[config.mk]
export PLATFORM = sky130hd
export DESIGN_NAME = sync_serial_master_slave
export DESIGN_NICKNAME = d
export VERILOG_FILES = /design/src/logic/sync_serial_pkg.sv /design/src/logic/rx_char_fifo.sv /design/src/logic/sync_serial_master_slave.sv
export SDC_FILE = /design/constraint.sdc
export NUM_CORES = 1
export LEC_CHECK = 0
export BUFFER_PORTS_ARGS = -buffer_cell sky130_fd_sc_hd__buf_4
export CAP_MARGIN = 20
export CORE_MARGIN = 1.5
export CORE_UTILIZATION = 40
export CTS_BUF_LIST = sky130_fd_sc_hd__clkbuf_8
export CTS_CLUSTER_DIAMETER = 60
export CTS_CLUSTER_SIZE = 28
export DETAILED_ROUTE_END_ITERATION = 12
export GPL_ROUTABILITY_DRIVEN = 0
export PLACE_DENSITY = 0.6
export SLEW_MARGIN = 10
export SYNTH_ARGS = -nofsm -noshare
export SYNTH_HDL_FRONTEND = slang
export SYNTH_SLANG_ARGS = --single-unit
[constraint.sdc]
create_clock -name clock_i -period 4.95 [get_ports clock_i]
set_input_delay 0.495 -clock clock_i [delete_from_list [all_inputs] [get_ports clock_i]]
set_output_delay 0.495 -clock clock_i [all_outputs]
set_load 0.1 [all_outputs]
[src/logic/sync_serial_pkg.sv]
package sync_serial_pkg;

  // Register byte offsets on the APB
  localparam logic [7:0] OFF_BAUD_CONTROL     = 8'h00;
  localparam logic [7:0] OFF_RECEIVE_STATUS   = 8'h04;
  localparam logic [7:0] OFF_BAUD_DIV_LOW     = 8'h08;
  localparam logic [7:0] OFF_BAUD_DIV_HIGH    = 8'h0C;
  localparam logic [7:0] OFF_TRANSMIT_HOLDING = 8'h10;
  localparam logic [7:0] OFF_TRANSMIT_STATUS  = 8'h14;
  localparam logic [7:0] OFF_RECEIVE_READ     = 8'h18;
  localparam logic [7:0] OFF_FLAGS            = 8'h1C;

  // baud_control fields
  localparam int BC_CLOCK_POLARITY = 4;
  localparam int BC_WIDE_DIVISOR   = 3;

  // receive_status_control fields
  localparam int RS_PORT_ENABLE    = 7;
  localparam int RS_NINE_RX        = 6;
  localparam int RS_SINGLE_RX      = 5;
  localparam int RS_CONTINUOUS_RX  = 4;
  localparam int RS_OVERRUN        = 1;
  localparam int RS_RX_NINTH       = 0;

  // transmit_status_control fields
  localparam int TS_CLOCK_SOURCE   = 7;
  localparam int TS_NINE_TX        = 6;
  localparam int TS_TX_ENABLE      = 5;
  localparam int TS_CLOCKED_MODE   = 4;
  localparam int TS_HIGH_RATE      = 2;
  localparam int TS_SHIFTER_EMPTY  = 1;
  localparam int TS_TX_NINTH       = 0;

  // flags register fields
  localparam int FL_RX_PENDING     = 0;
  localparam int FL_TX_EMPTY       = 1;

  // Reset values
  localparam logic [7:0] RST_BYTE  = 8'h00;
  localparam logic [8:0] RST_CHAR  = 9'h000;
  localparam logic [15:0] RST_TMR  = 16'h0000;

  // Character lengths in bits
  localparam logic [3:0] BITS_NARROW = 4'h8;
  localparam logic [3:0] BITS_WIDE   = 4'h9;

  // Receive FIFO depth in characters
  localparam logic [1:0] RX_FIFO_DEPTH = 2'h2;

  typedef enum logic [1:0] {
    MODE_OFF,
    MODE_TX,
    MODE_RX
  } xfer_mode_e;

endpackage

[src/logic/rx_char_fifo.sv]
`timescale 1ns/100ps
module rx_char_fifo import sync_serial_pkg::*; (
  // Clock and reset
  input  wire logic       clock_i,
  input  wire logic       arst_n_i,
  // Control
  input  wire logic       clear_i,
  input  wire logic       push_i,
  input  wire logic       pop_i,
  input  wire logic [8:0] data_i,
  // State
  output logic [8:0]      top_o,
  output logic [1:0]      count_o
);

  logic [8:0] entry1_r;

  // Entry 0 is the top character, held in the output register itself
  always_ff @(posedge clock_i or negedge arst_n_i) begin
    if (!arst_n_i) begin
      top_o    <= RST_CHAR;
      entry1_r <= RST_CHAR;
      count_o  <= 2'h0;
    end else if (clear_i) begin
      top_o    <= RST_CHAR;
      entry1_r <= RST_CHAR;
      count_o  <= 2'h0;
    end else begin
      case ({push_i, pop_i})
        2'b10: begin
          if (count_o == 2'h0) begin
            top_o <= data_i;
          end else begin
            entry1_r <= data_i;
          end
          count_o <= count_o + 2'h1;
        end
        2'b01: begin
          top_o   <= entry1_r;
          count_o <= count_o - 2'h1;
        end
        2'b11: begin
          if (count_o == 2'h1) begin
            top_o <= data_i;
          end else begin
            top_o    <= entry1_r;
            entry1_r <= data_i;
          end
        end
        default: begin
          count_o <= count_o;
        end
      endcase
    end
  end

endmodule

[src/logic/sync_serial_master_slave.sv]
// The APB register port and the placing of the registers were decided locally.
`timescale 1ns/100ps
// How it works
// - Clocked mode: clock-source bit 1 makes master, 0 makes slave.
// - Both receive enables clear means transmit; either set means receive.
// - Unit runs only with port enable; clearing it resets the unit.
// - No start or stop bits; only data bits go on the link.
// - One shared data line, half-duplex; never transmit and receive together.
// - Master drives clock line and enables its driver for transmit or receive.
// - Master gives exactly one clock per data bit, no extra clocks.
// - Polarity set: idle high, data on falling; clear: idle low, rising.
// - Master transmit drives data line and enables data and clock drivers.
// - Holding write starts transfer; waits for busy shifter, else moves at once.
// - Transmit bit changes on leading edge, holds until next leading edge.
// - Transmit shifter has no software address; cannot be read or written.
// - Master receive releases data line driver so partner can drive it.
// - Single receive clocks one character, then hardware clears single receive.
// - Continuous receive clocks until cleared; clearing mid-character drops it.
// - Both set: single clears after first character, continuous then rules.
// - Sample on trailing edge; full character sets pending, enters FIFO.
// - Receive pending stays set while FIFO holds an unread character.
// - Slave takes clock from the pin, driver off, one bit per clock.
// - FIFO holds two; third character sets overrun, keeps FIFO, blocks reception.
// - Overrun cleared by read in single mode, continuous clear, or port disable.
// - Nine-bit reception shifts nine bits; ninth bit readable separately.
module sync_serial_master_slave import sync_serial_pkg::*; (
  // Clock and reset
  input  wire logic        clock_i,
  input  wire logic        arst_n_i,
  // APB slave
  input  wire logic        psel_i,
  input  wire logic        penable_i,
  input  wire logic        pwrite_i,
  input  wire logic [7:0]  paddr_i,
  input  wire logic [31:0] pwdata_i,
  output logic      [31:0] prdata_o,
  output logic             pready_o,
  output logic             pslverr_o,
  // Clock line pin
  input  wire logic        clock_line_i,
  output logic             clock_line_o,
  output logic             clock_line_oe_o,
  // Data line pin
  input  wire logic        data_line_i,
  output logic             data_line_o,
  output logic             data_line_oe_o
);

  function automatic logic addr_mapped(input logic [7:0] addr);
    addr_mapped = (addr[1:0] == 2'b00) && (addr <= OFF_FLAGS);
  endfunction

  // Software-visible configuration
  logic        clock_polarity_select_r;
  logic        wide_divisor_select_r;
  logic        port_enable_r;
  logic        nine_bit_receive_enable_r;
  logic        single_receive_enable_r;
  logic        continuous_receive_enable_r;
  logic        clock_source_master_r;
  logic        nine_bit_transmit_enable_r;
  logic        transmit_enable_r;
  logic        clocked_mode_r;
  logic        high_rate_select_r;
  logic        transmit_ninth_bit_r;
  logic [7:0]  baud_divisor_low_r;
  logic [7:0]  baud_divisor_high_r;
  logic [7:0]  transmit_holding_r;

  // Unit state
  logic        holding_full_r;
  logic [8:0]  transmit_shifter_r;
  logic        shifter_full_r;
  logic [8:0]  receive_shifter_r;
  logic [3:0]  bit_count_r;
  logic        overrun_flag_r;
  logic [15:0] half_timer_r;
  logic        clock_active_r;
  logic        data_out_r;

  // Pin synchronisers
  logic        clk_meta_r;
  logic        clk_sync_r;
  logic        clk_prev_r;
  logic        data_meta_r;
  logic        data_sync_r;

  // APB
  logic        pready_r;
  logic        apb_done;
  logic        wr_stb;
  logic        rd_stb;
  logic [31:0] read_mux;

  // Datapath
  logic [8:0]  fifo_top;
  logic [1:0]  fifo_count;
  logic        fifo_full;
  logic        fifo_push;
  logic        fifo_pop;
  logic        active;
  xfer_mode_e  mode;
  logic        rx_mode;
  logic        rx_ok;
  logic        run_ok;
  logic [3:0]  char_bits;
  logic        last_bit;
  logic [15:0] half_period;
  logic        master_tick;
  logic        lead;
  logic        trail;
  logic        char_done;
  logic        tx_done;
  logic        rx_done;
  logic        load_shifter;
  logic [8:0]  rx_shifted;
  logic [8:0]  rx_char;

  assign apb_done = psel_i & penable_i & pready_r;
  assign wr_stb   = apb_done & pwrite_i;
  assign rd_stb   = apb_done & ~pwrite_i;

  assign active    = port_enable_r & clocked_mode_r;
  assign rx_mode   = single_receive_enable_r | continuous_receive_enable_r;
  assign mode      = !active ? MODE_OFF : (rx_mode ? MODE_RX : MODE_TX);
  assign rx_ok     = rx_mode & ~overrun_flag_r;
  assign fifo_full = (fifo_count == RX_FIFO_DEPTH);
  assign char_bits = rx_mode ? (nine_bit_receive_enable_r ? BITS_WIDE : BITS_NARROW)
                             : (nine_bit_transmit_enable_r ? BITS_WIDE : BITS_NARROW);
  assign last_bit  = (bit_count_r == char_bits - 4'h1);

  // Master clocking: transmit runs while a character is in the shifter and transmit is enabled,
  // receive while an enable is set and no overrun blocks it
  assign run_ok = (mode == MODE_RX) ? rx_ok
                : ((mode == MODE_TX) & shifter_full_r & transmit_enable_r);
  assign half_period = wide_divisor_select_r ? {baud_divisor_high_r, baud_divisor_low_r}
                                             : {8'h00, baud_divisor_low_r};
  assign master_tick = clock_source_master_r & run_ok & (half_timer_r >= half_period);

  // Leading edge leaves idle level, trailing edge returns to it
  always_comb begin
    if (!active) begin
      lead  = 1'b0;
      trail = 1'b0;
    end else if (clock_source_master_r) begin
      lead  = master_tick & ~clock_active_r;
      trail = master_tick & clock_active_r;
    end else begin
      lead  = (clk_sync_r != clk_prev_r) & (clk_sync_r == ~clock_polarity_select_r);
      trail = (clk_sync_r != clk_prev_r) & (clk_sync_r == clock_polarity_select_r);
    end
  end

  assign char_done = trail & last_bit & (rx_mode ? rx_ok : shifter_full_r);
  assign tx_done   = char_done & ~rx_mode;
  assign rx_done   = char_done & rx_mode;
  assign load_shifter = holding_full_r & (~shifter_full_r | tx_done);

  assign rx_shifted = {data_sync_r, receive_shifter_r[8:1]};
  assign rx_char    = nine_bit_receive_enable_r ? rx_shifted : {1'b0, rx_shifted[8:1]};
  assign fifo_push  = rx_done & ~fifo_full;
  assign fifo_pop   = rd_stb & (paddr_i == OFF_RECEIVE_READ) & (fifo_count != 2'h0);

  // Two flip-flops before any logic sees a pin
  always_ff @(posedge clock_i or negedge arst_n_i) begin
    if (!arst_n_i) begin
      clk_meta_r  <= 1'b0;
      clk_sync_r  <= 1'b0;
      clk_prev_r  <= 1'b0;
      data_meta_r <= 1'b0;
      data_sync_r <= 1'b0;
    end else begin
      clk_meta_r  <= clock_line_i;
      clk_sync_r  <= clk_meta_r;
      clk_prev_r  <= clk_sync_r;
      data_meta_r <= data_line_i;
      data_sync_r <= data_meta_r;
    end
  end

  // APB answer: one wait state, then pready for one cycle
  always_ff @(posedge clock_i or negedge arst_n_i) begin
    if (!arst_n_i) begin
      pready_r  <= 1'b0;
      prdata_o  <= 32'h0000_0000;
      pslverr_o <= 1'b0;
    end else if (psel_i & penable_i & ~pready_r) begin
      pready_r  <= 1'b1;
      prdata_o  <= read_mux;
      pslverr_o <= ~addr_mapped(paddr_i);
    end else begin
      pready_r  <= 1'b0;
      pslverr_o <= 1'b0;
    end
  end
  assign pready_o = pready_r;

  // The shifter has no address of its own
  always_comb begin
    read_mux = 32'h0000_0000;
    case (paddr_i)
      OFF_BAUD_CONTROL: begin
        read_mux[BC_CLOCK_POLARITY] = clock_polarity_select_r;
        read_mux[BC_WIDE_DIVISOR]   = wide_divisor_select_r;
      end
      OFF_RECEIVE_STATUS: begin
        read_mux[RS_PORT_ENABLE]   = port_enable_r;
        read_mux[RS_NINE_RX]       = nine_bit_receive_enable_r;
        read_mux[RS_SINGLE_RX]     = single_receive_enable_r;
        read_mux[RS_CONTINUOUS_RX] = continuous_receive_enable_r;
        read_mux[RS_OVERRUN]       = overrun_flag_r;
        read_mux[RS_RX_NINTH]      = fifo_top[8];
      end
      OFF_BAUD_DIV_LOW:     read_mux[7:0] = baud_divisor_low_r;
      OFF_BAUD_DIV_HIGH:    read_mux[7:0] = baud_divisor_high_r;
      OFF_TRANSMIT_HOLDING: read_mux[7:0] = transmit_holding_r;
      OFF_TRANSMIT_STATUS: begin
        read_mux[TS_CLOCK_SOURCE]  = clock_source_master_r;
        read_mux[TS_NINE_TX]       = nine_bit_transmit_enable_r;
        read_mux[TS_TX_ENABLE]     = transmit_enable_r;
        read_mux[TS_CLOCKED_MODE]  = clocked_mode_r;
        read_mux[TS_HIGH_RATE]     = high_rate_select_r;
        read_mux[TS_SHIFTER_EMPTY] = ~shifter_full_r;
        read_mux[TS_TX_NINTH]      = transmit_ninth_bit_r;
      end
      OFF_RECEIVE_READ:     read_mux[7:0] = fifo_top[7:0];
      OFF_FLAGS: begin
        read_mux[FL_RX_PENDING] = (fifo_count != 2'h0);
        read_mux[FL_TX_EMPTY]   = ~holding_full_r;
      end
      default:              read_mux = 32'h0000_0000;
    endcase
  end

  // Configuration registers
  always_ff @(posedge clock_i or negedge arst_n_i) begin
    if (!arst_n_i) begin
      clock_polarity_select_r    <= 1'b0;
      wide_divisor_select_r      <= 1'b0;
      port_enable_r              <= 1'b0;
      nine_bit_receive_enable_r  <= 1'b0;
      continuous_receive_enable_r <= 1'b0;
      clock_source_master_r      <= 1'b0;
      nine_bit_transmit_enable_r <= 1'b0;
      transmit_enable_r          <= 1'b0;
      clocked_mode_r             <= 1'b0;
      high_rate_select_r         <= 1'b0;
      transmit_ninth_bit_r       <= 1'b0;
      baud_divisor_low_r         <= RST_BYTE;
      baud_divisor_high_r        <= RST_BYTE;
    end else if (wr_stb) begin
      case (paddr_i)
        OFF_BAUD_CONTROL: begin
          clock_polarity_select_r <= pwdata_i[BC_CLOCK_POLARITY];
          wide_divisor_select_r   <= pwdata_i[BC_WIDE_DIVISOR];
        end
        OFF_RECEIVE_STATUS: begin
          port_enable_r               <= pwdata_i[RS_PORT_ENABLE];
          nine_bit_receive_enable_r   <= pwdata_i[RS_NINE_RX];
          continuous_receive_enable_r <= pwdata_i[RS_CONTINUOUS_RX];
        end
        OFF_BAUD_DIV_LOW:  baud_divisor_low_r  <= pwdata_i[7:0];
        OFF_BAUD_DIV_HIGH: baud_divisor_high_r <= pwdata_i[7:0];
        OFF_TRANSMIT_STATUS: begin
          clock_source_master_r      <= pwdata_i[TS_CLOCK_SOURCE];
          nine_bit_transmit_enable_r <= pwdata_i[TS_NINE_TX];
          transmit_enable_r          <= pwdata_i[TS_TX_ENABLE];
          clocked_mode_r             <= pwdata_i[TS_CLOCKED_MODE];
          high_rate_select_r         <= pwdata_i[TS_HIGH_RATE];
          transmit_ninth_bit_r       <= pwdata_i[TS_TX_NINTH];
        end
        default: begin
          port_enable_r <= port_enable_r;
        end
      endcase
    end
  end

  // Single receive: a software write wins over the hardware clear
  always_ff @(posedge clock_i or negedge arst_n_i) begin
    if (!arst_n_i) begin
      single_receive_enable_r <= 1'b0;
    end else if (wr_stb & (paddr_i == OFF_RECEIVE_STATUS)) begin
      single_receive_enable_r <= pwdata_i[RS_SINGLE_RX];
    end else if (rx_done) begin
      single_receive_enable_r <= 1'b0;
    end
  end

  // Overrun: hardware set wins over every clear
  always_ff @(posedge clock_i or negedge arst_n_i) begin
    if (!arst_n_i) begin
      overrun_flag_r <= 1'b0;
    end else if (rx_done & fifo_full) begin
      overrun_flag_r <= 1'b1;
    end else if (!port_enable_r) begin
      overrun_flag_r <= 1'b0;
    end else if (rd_stb & (paddr_i == OFF_RECEIVE_READ) & ~continuous_receive_enable_r) begin
      overrun_flag_r <= 1'b0;
    end else if (wr_stb & (paddr_i == OFF_RECEIVE_STATUS) & ~pwdata_i[RS_CONTINUOUS_RX]) begin
      overrun_flag_r <= 1'b0;
    end
  end

  // Holding register and transmit shifter
  always_ff @(posedge clock_i or negedge arst_n_i) begin
    if (!arst_n_i) begin
      transmit_holding_r <= RST_BYTE;
      holding_full_r     <= 1'b0;
      transmit_shifter_r <= RST_CHAR;
      shifter_full_r     <= 1'b0;
    end else if (!port_enable_r) begin
      holding_full_r <= 1'b0;
      shifter_full_r <= 1'b0;
    end else begin
      if (wr_stb & (paddr_i == OFF_TRANSMIT_HOLDING)) begin
        transmit_holding_r <= pwdata_i[7:0];
        holding_full_r     <= 1'b1;
      end else if (load_shifter) begin
        holding_full_r <= 1'b0;
      end
      if (load_shifter) begin
        transmit_shifter_r <= {transmit_ninth_bit_r, transmit_holding_r};
        shifter_full_r     <= 1'b1;
      end else if (tx_done) begin
        shifter_full_r <= 1'b0;
      end
    end
  end

  // Master half-period timer; stops in idle level the moment clocking is
  // no longer allowed, so no clock is ever given beyond the data bits
  always_ff @(posedge clock_i or negedge arst_n_i) begin
    if (!arst_n_i) begin
      half_timer_r   <= RST_TMR;
      clock_active_r <= 1'b0;
    end else if (!active | ~clock_source_master_r | ~run_ok) begin
      half_timer_r   <= RST_TMR;
      clock_active_r <= 1'b0;
    end else if (master_tick) begin
      half_timer_r   <= RST_TMR;
      clock_active_r <= ~clock_active_r;
    end else begin
      half_timer_r <= half_timer_r + 16'h0001;
    end
  end

  // Bit counter and receive shifter; a receive stopped mid-character
  // loses its partial bits
  always_ff @(posedge clock_i or negedge arst_n_i) begin
    if (!arst_n_i) begin
      bit_count_r       <= 4'h0;
      receive_shifter_r <= RST_CHAR;
    end else if (!active | (rx_mode & ~rx_ok) | (~rx_mode & ~shifter_full_r)) begin
      bit_count_r <= 4'h0;
    end else if (trail & (rx_mode | shifter_full_r)) begin
      bit_count_r <= last_bit ? 4'h0 : bit_count_r + 4'h1;
      if (rx_mode) begin
        receive_shifter_r <= rx_shifted;
      end
    end
  end

  // Transmit data changes only on the leading edge
  always_ff @(posedge clock_i or negedge arst_n_i) begin
    if (!arst_n_i) begin
      data_out_r <= 1'b0;
    end else if (!active) begin
      data_out_r <= 1'b0;
    end else if (lead & ~rx_mode & shifter_full_r) begin
      data_out_r <= transmit_shifter_r[bit_count_r];
    end
  end

  // Pin drivers; data line is driven only in transmit, never in receive
  always_ff @(posedge clock_i or negedge arst_n_i) begin
    if (!arst_n_i) begin
      clock_line_o    <= 1'b0;
      clock_line_oe_o <= 1'b0;
      data_line_o     <= 1'b0;
      data_line_oe_o  <= 1'b0;
    end else begin
      clock_line_o    <= clock_active_r ^ clock_polarity_select_r;
      clock_line_oe_o <= active & clock_source_master_r;
      data_line_o     <= data_out_r;
      data_line_oe_o  <= (mode == MODE_TX) & transmit_enable_r;
    end
  end

  rx_char_fifo u_rx_fifo (
    .clock_i  (clock_i),
    .arst_n_i (arst_n_i),
    .clear_i  (~port_enable_r),
    .push_i   (fifo_push),
    .pop_i    (fifo_pop),
    .data_i   (rx_char),
    .top_o    (fifo_top),
    .count_o  (fifo_count)
  );

endmodule

==> metrics.md, run 1 <==
| Metric | Value |
|---|---|
| Outcome | finished, final reports clean |
| Reg clk slew, reported paths | 0.08 ns |
| Ranking of synthesized cells by area | dfrtp_1 46%, mux2_2 9.2%, mux2i_1 4.9%, ha_1 4.1%, nand2_1 3.1% |
| Row count | 45 |
| Peak Freq | 284 MHz |
| Ordered list of cells on the worst path | nand2_1, ha_1, nand4_2, nor3_2, or4b_4, a31o_2, and2_1, or3_1, mux2_2 |
| VDD IR max | 225 uV |
| Initial antenna violation count | 0 |
| CP max stage delay | 0.60 ns |
| Setup TNS | 0 ns |
| Vias | 4488 |
| Critical path capture point type | register |
| Avg Synthesized Cell Area | 10.8 um2 |
| Tcrit/Tclk final | 71.0% |
| Number of distinct library cells after synthesis | 70 |
| Via-to-Cell Ratio | 5.32 |
| Dpl cells | 812 |
| Top-count cell post-synth | dfrtp_1 |
| Synthesized flop and latch total | 117 |
| Area of the core | 15300 um2 |
| Critical path peak fanout | 10 |
| RSZ-0062 raised after global routing | no |
| Final hold violation count | 0 |
| Met3 usage | 4.82% |
| Layout cells sized above 1 | 22.9% |
| Clk Latency, worst-skew pair | 0.44 ns |
| Die Y | 129 um |
| Num CTS Buffers | 17 |
| Final min period | 3.52 ns |
| Post-synth ARST share | 100% |
| H-tree Lvls | 4 |
| Drt wl/cell | 17.3 um |
| Clock buffer depth | 2 |
| Postcts setup bufs | 0 |
| Drt pass-1 iters | 5 |
| Fin util | 46.6% |
| Critical-path top delay cell | or3_1 |
| Worst clock skew | 0.0152 ns |
| Top post-synthesis cells by count | 117 x dfrtp_1, 52 x mux2_2, 52 x nand2_1, 40 x nor2_1, 31 x mux2i_1 |
| Congestion Overflow GR | 0 |
| Storage cell area | 2930 um2 |
| Worst EP required | 5.28 ns |
| WL final | 14.6 mm |
| Antenna viol nets, final | 0 |
| Fill cells | 1443 |
| Pleak | 0.00324 uW |
| Busiest grt layer | met2 |
| Critical Path Start Type | register |
| Slew HR | 39.5% |
| Root Buffer | clkbuf_8 |
| DP Area | 6690 um2 |
| CTS sink cnt | 117 |
| Area occupied by multi-input gates | 3130 um2 |
| Die X | 129 um |
| Gr usage total | 18.9% |
| Finished Cell Area | 7140 um2 |
| Max cap viols | 0 |
| DP HPWL | 10.6 mm |
| I/O Buffers | 36 |
| Synth top area share | 46.2% |
| CTS tree | built |
| Layout Cells excl Fill | 844 |
| Power Density | 294 nW/um2 |
| IO Count | 85 |
| Largest net degree at the start of global routing | 72 |
| Hold Crit Class | primary input to register |
| Setup CP Type | register to register |
| Primary FF master, synth | dfrtp_1 |
| Synth Instances | 589 |
| Final setup fails | 0 |
| Sequential-to-total area share from yosys stat | 46.2% |
| Die ar. | 16600 um2 |
| WHS | 0.173 ns |
| Worst-margin pin slew | 0.908 ns |
| Drc violations | 0 |
| Vias in the first global route | 4371 |
| EDFF count, synth | 0 |
| Synth Warn # | 0 |
| Ant diodes | 0 |
| Area growth syn-to-layout | 12.6% |
| Pins Over Slew Limit | 0 |
| Initial Util | 41.4% |
| Mapped Area | 6340 um2 |
| First-pass GRT wire length | 23.7 mm |
| Synth area leader | dfrtp_1 |
| Post-CTS Resized | 0 |
| Met2 global-route usage | 28.9% |
| Met1 Usage GRT | 25.7% |
| Nets | 688 |
| Critical Path AT | 3.84 ns |
| Hold_buf cts | 0 |
| DR iter-0 viols | 253 |
[power breakdown]
group / switching [uW] / total [uW] / internal (uW)
Combinational: 133 / 156 / 22.5
Sequential: 3.11 / 962 / 959
Clock: 418 / 984 / 565
[critical path, delay by kind of cell, from the launching register on]
kind	cells	cell delay, ns
adders and majority gates	1	0.33
and+or+nand+nor	6	1.89
DFF	1	0.53
muxes	1	0.35
AOI/OAI and AO/OA	1	0.30
[area by class of cell]
type	count	area share (%)
timing repair buffer	39	4.10
multi-input combinational	424	43.8
clock inverter	14	2.82
tap	211	3.70
clock buffer	18	3.47
inverter	21	1.10
sequential	117	41.0
[per-layer routing]
| layer | vias to the layer above | share of wire [%] |
|---|---|---|
| met2 | 119 | 46 |
| met3 | 16 | 4.9 |
| met5 | - | 0 |
| met4 | 0 | 2.2 |
| li1 | 2124 | - |
| met1 | 2229 | 47 |
[path summary, 6_finish.rpt]
check / startpoint / endpoint / slack, ns / depth (start not counted)
max: wide_divisor_select_r$_DFFE_PN0P_ / receive_shifter_r[7]$_DFFE_PN0P_ / 1.43 / 9
min: clock_line_i / clk_meta_r$_DFF_PN0_ / 0.17 / 1
max reg2reg: wide_divisor_select_r$_DFFE_PN0P_ / receive_shifter_r[7]$_DFFE_PN0P_ / 1.43 / 9
min reg2reg: data_meta_r$_DFF_PN0_ / data_sync_r$_DFF_PN0_ / 0.35 / 0
max in group asynchronous: arst_n_i / high_rate_select_r$_DFFE_PN0P_ / 3.65 / 2
min in group asynchronous: arst_n_i / transmit_shifter_r[1]$_DFFE_PN0P_ / 0.18 / 1
[stage by stage]
step	setup WS [ns]	power [uW]
6_report	1.43	2100
5_1_grt	1.24	2180
4_1_cts	1.44	2130
3_5_place_dp	1.45	1140
3_3_place_gp	1.52	1140
2_1_floorplan	1.77	1110
[sequential cells by signal, indices dropped and copies added, names as in the netlist, 2 cells and up]
register             count
transmit_shifter_r       9
receive_shifter_r        8
baud_divisor_low_r       8
u_rx_fifo.count_o        2
half_timer_r            16
u_rx_fifo.top_o          9
bit_count_r              4
transmit_holding_r       8
u_rx_fifo.entry1_r       9
baud_divisor_high_r      8
prdata_o                 8
[cells by family (layout without fill, tap and decap cells)]
logic type / count (synthesis) / after routing / share of synthesized area, %
AOI/OAI and AO/OA: 96 / 96 / 11.0
xor gates and xnor gates: 17 / 17 / 2.57
adders and majority gates: 21 / 21 / 4.15
buffers and inverters: 71 / 92 / 5.86
DFF: 117 / 117 / 46.2
muxes: 86 / 86 / 15.2
other: 1 / 24 / 0.0592
and+or+nand+nor: 180 / 180 / 15.0
[cell usage in the layout (no fill, tap or decap), types with 8 or more instances in the layout]
master | netlist | final
dfrtp_1 | 117 | 117
nand2_1 | 52 | 52
mux2_2 | 52 | 52
nor2_1 | 40 | 40
buf_4 | 24 | 39
mux2i_1 | 31 | 31
conb_1 | 1 | 24
o21ai_0 | 23 | 23
inv_1 | 21 | 21
ha_1 | 21 | 21
clkbuf_8 | 0 | 18
a21oi_1 | 16 | 16
nor2b_1 | 16 | 16
nand3_1 | 14 | 14
xor2_1 | 9 | 9
a22oi_1 | 9 | 9
nand4_1 | 8 | 8
No activity file was read; power rests on OpenSTA's default activity.
==> run 2, diff against run 1 <==
Clock period 4.95 ns to 3.5 ns, I/O delays scaled along.
==> run 2 against run 1 <==
Register-to-register slack worse by 1.2 ns. Combinational power is 44% higher. Critical path depth stayed put. Non-clock buffer count is 10 higher. Largest cell class unchanged.
==> metrics.md, run 2 (synthesis gave the netlist of run 1 again) <==
| Metric | Value |
|---|---|
| Congestion Overflow GR | 0 (unchanged) |
| Clk Latency, worst-skew pair | 0.44 ns (about the same) |
| Row count | 45 (unchanged) |
| Setup crit start | wide_divisor_select_r$_DFFE_PN0P_ |
| Commonest non-fill, non-tap cell in the layout | dfrtp_1 |
| Switching power | 737 uW (+33%) |
| Clock Power Share | 42.8% (-4.0 points) |
| Commonest cells after routing, fill and taps aside | 117 x dfrtp_1, 52 x nand2_1, 52 x mux2_2, 45 x buf_4, 40 x nor2_1 |
| DP HPWL | 10.9 mm (+2.8%) |
| Worst-margin pin slew | 0.867 ns (-0.0407 ns) |
| Layout cells sized above 1 | 23.2% (+0.30 points) |
| Drt pass-1 iters | 5 (unchanged) |
| Tcrit/Tclk final | 93.3% (+22 points) |
| Clock buffer depth | 2 (unchanged) |
| VDD IR max | 229 uV (+2.0%) |
| Internal | 2040 uW (+32%) |
| Register share of total power | 49.1% (+3.3 points) |
| Root Buffer | clkbuf_8 |
| Hold Crit Class | primary input to register |
| Reg clk slew, reported paths | 0.07 ns (about the same) |
| DR iter-0 viols | 350 (+38%) |
| Final setup fails | 0 (unchanged) |
| Worst reg2reg endpoint | receive_shifter_r[1]$_DFFE_PN0P_ |
| WL final | 14.8 mm (+1.4%) |
| Initial Util | 41.4% (unchanged) |
| R2R depth | 9 (unchanged) |
| Antenna viol nets, final | 0 (unchanged) |
| Initial antenna violation count | 0 (unchanged) |
| Nets | 698 (+1.5%) |
| Post-CTS Resized | 0 (unchanged) |
| Critical path capture point type | register |
| Finished Cell Area | 7170 um2 (+0.39%) |
| Worst Setup EP | receive_shifter_r[1]$_DFFE_PN0P_ |
| Slew HR | 41.4% (+1.9 points) |
| Via-to-Cell Ratio | 5.35 (+0.62%) |
| IO Count | 85 (unchanged) |
| Sw Ratio | 26.6% (+0.17 points) |
| Biggest register | half_timer_r |
| Drt wl/cell | 17.3 um (+0.36%) |
| Largest net degree at the start of global routing | 67 (-6.9%) |
| CTS tree | built |
| Die Y | 129 um (unchanged) |
| Max FFs per register | 16 (unchanged) |
| Worst EP required | 3.82 ns (-1.46 ns) |
| Worst Min Path Start | pwdata_i[5] |
| Pleak | 0.00327 uW (+1.2%) |
| Postcts setup bufs | 0 (unchanged) |
| Peak Freq | 306 MHz (+7.7%) |
| I/O Buffers | 36 (unchanged) |
| Vias in the first global route | 4442 (+1.6%) |
| Area of the core | 15300 um2 (unchanged) |
| Die ar. | 16600 um2 (unchanged) |
| Fill cells | 1432 (-0.76%) |
| Overall power | 2770 uW (+32%) |
| Pins Over Slew Limit | 0 (unchanged) |
| First-pass GRT wire length | 24.2 mm (+1.8%) |
| Critical Path Start Type | register |
| H-tree Lvls | 4 (unchanged) |
| Power Density | 387 nW/um2 (+32%) |
| Slack of the worst reg-to-reg path | 0.24 ns (-1.20 ns) |
| Outcome | finished, final reports clean |
| Combinational power share | 8.1% (+0.7 points) |
| Area growth syn-to-layout | 13.0% |
| Final min period | 3.26 ns (-0.252 ns) |
| Max cap viols | 0 (unchanged) |
| RSZ-0062 raised after global routing | no |
| Reg2reg start | wide_divisor_select_r$_DFFE_PN0P_ |
| Critical Path AT | 3.58 ns (-0.26 ns) |
| DP Area | 6750 um2 (+0.97%) |
| Setup TNS | 0 ns (unchanged) |
| Drc violations | 0 (unchanged) |
| Final hold violation count | 0 (unchanged) |
| Ant diodes | 0 (unchanged) |
| Num CTS Buffers | 17 (unchanged) |
| CTS sink cnt | 117 (unchanged) |
| Die X | 129 um (unchanged) |
| Critical path peak fanout | 10 (unchanged) |
| Worst clock skew | 0.0153 ns (+0.000126 ns) |
| Gr usage total | 19.4% (+0.43 points) |
| Vias | 4564 (+1.7%) |
| Setup CP Type | register to register |
-- run 2: changes by cell type in the layout (fill, tap and decap cells not counted), sizes merged --
cell and change:
clkbuf +4, bufinv -3, inv +1, dlygate4sd3 +3, clkinv -1, buf +7
clkinvlp -2
-- run 2: worst max-delay path: stages, from the launching register on --
cell	delay, ns
dfrtp_1	0.51
nand2_1	0.10
ha_1	0.34
nand4_2	0.13
nor3_2	0.21
or4b_4	0.53
a31o_2	0.29
and2_1	0.18
or3_1	0.53
mux2_2	0.34
-- run 2: area by class of cell --
cell class | count | area [um2] | area share (%)
flip-flops and latches | 117 | 2930 | 40.9
clock inverters | 9 | 78.8 | 1.10
inverters | 21 | 78.8 | 1.10
well taps | 211 | 264 | 3.68
multi-input cells | 424 | 3130 | 43.6
clock buffers | 22 | 303 | 4.23
repair buffers | 49 | 388 | 5.41
-- run 2: metrics by stage --
| step | setup slack [ns] | utilization [%] | hold WS, ns | instances |
|---|---|---|---|---|
| floorplan | 0.316 | - | 0.0544 | 612 |
| global placement | 0.277 | 44.1 | 0.336 | 819 |
| detailed placement | 0.241 | 44.1 | 0.339 | 819 |
| CTS | 0.231 | 46.8 | 0.131 | 853 |
| global route | 0.0769 | 46.8 | 0.137 | 853 |
| finish | 0.235 | 46.8 | 0.167 | 853 |
-- run 2: what timing repair did --
item / CTS / global route
endpoints found under the hold margin: 53 / 0
setup endpoints to repair: 0 / 0
hold buffers: 3 / 0
-- run 2: worst min-delay path by stage --
stage | endpoint | slack (ns) | cells past startpoint
finish | baud_divisor_high_r[5]$_DFFE_PN0P_ | 0.17 | 2
global route | baud_divisor_high_r[5]$_DFFE_PN0P_ | 0.14 | 2
CTS | baud_divisor_high_r[5]$_DFFE_PN0P_ | 0.13 | 2
detailed placement | data_sync_r$_DFF_PN0_ | 0.34 | 0
global placement | clk_sync_r$_DFF_PN0_ | 0.34 | 0
floorplan | baud_divisor_high_r[0]$_DFFE_PN0P_ | 0.05 | 0
-- run 2: power by group through the flow --
stage	clock, uW	combinational (uW)	sequential [uW]
final	1190	225	1360
after global routing	1290	240	1360
after CTS	1220	227	1360
after detailed placement	0	223	1390
after global placement	0	222	1390
after floorplan	0	168	1400
-- run 2: layer usage --
metal	GRT usage [%]	up-vias	part of all wire (%)
met4	5.88	0	1.0
met1	26.6	2301	47
met2	30.2	106	48
li1	-	2142	-
met5	0	-	0
met3	4.95	15	4.6
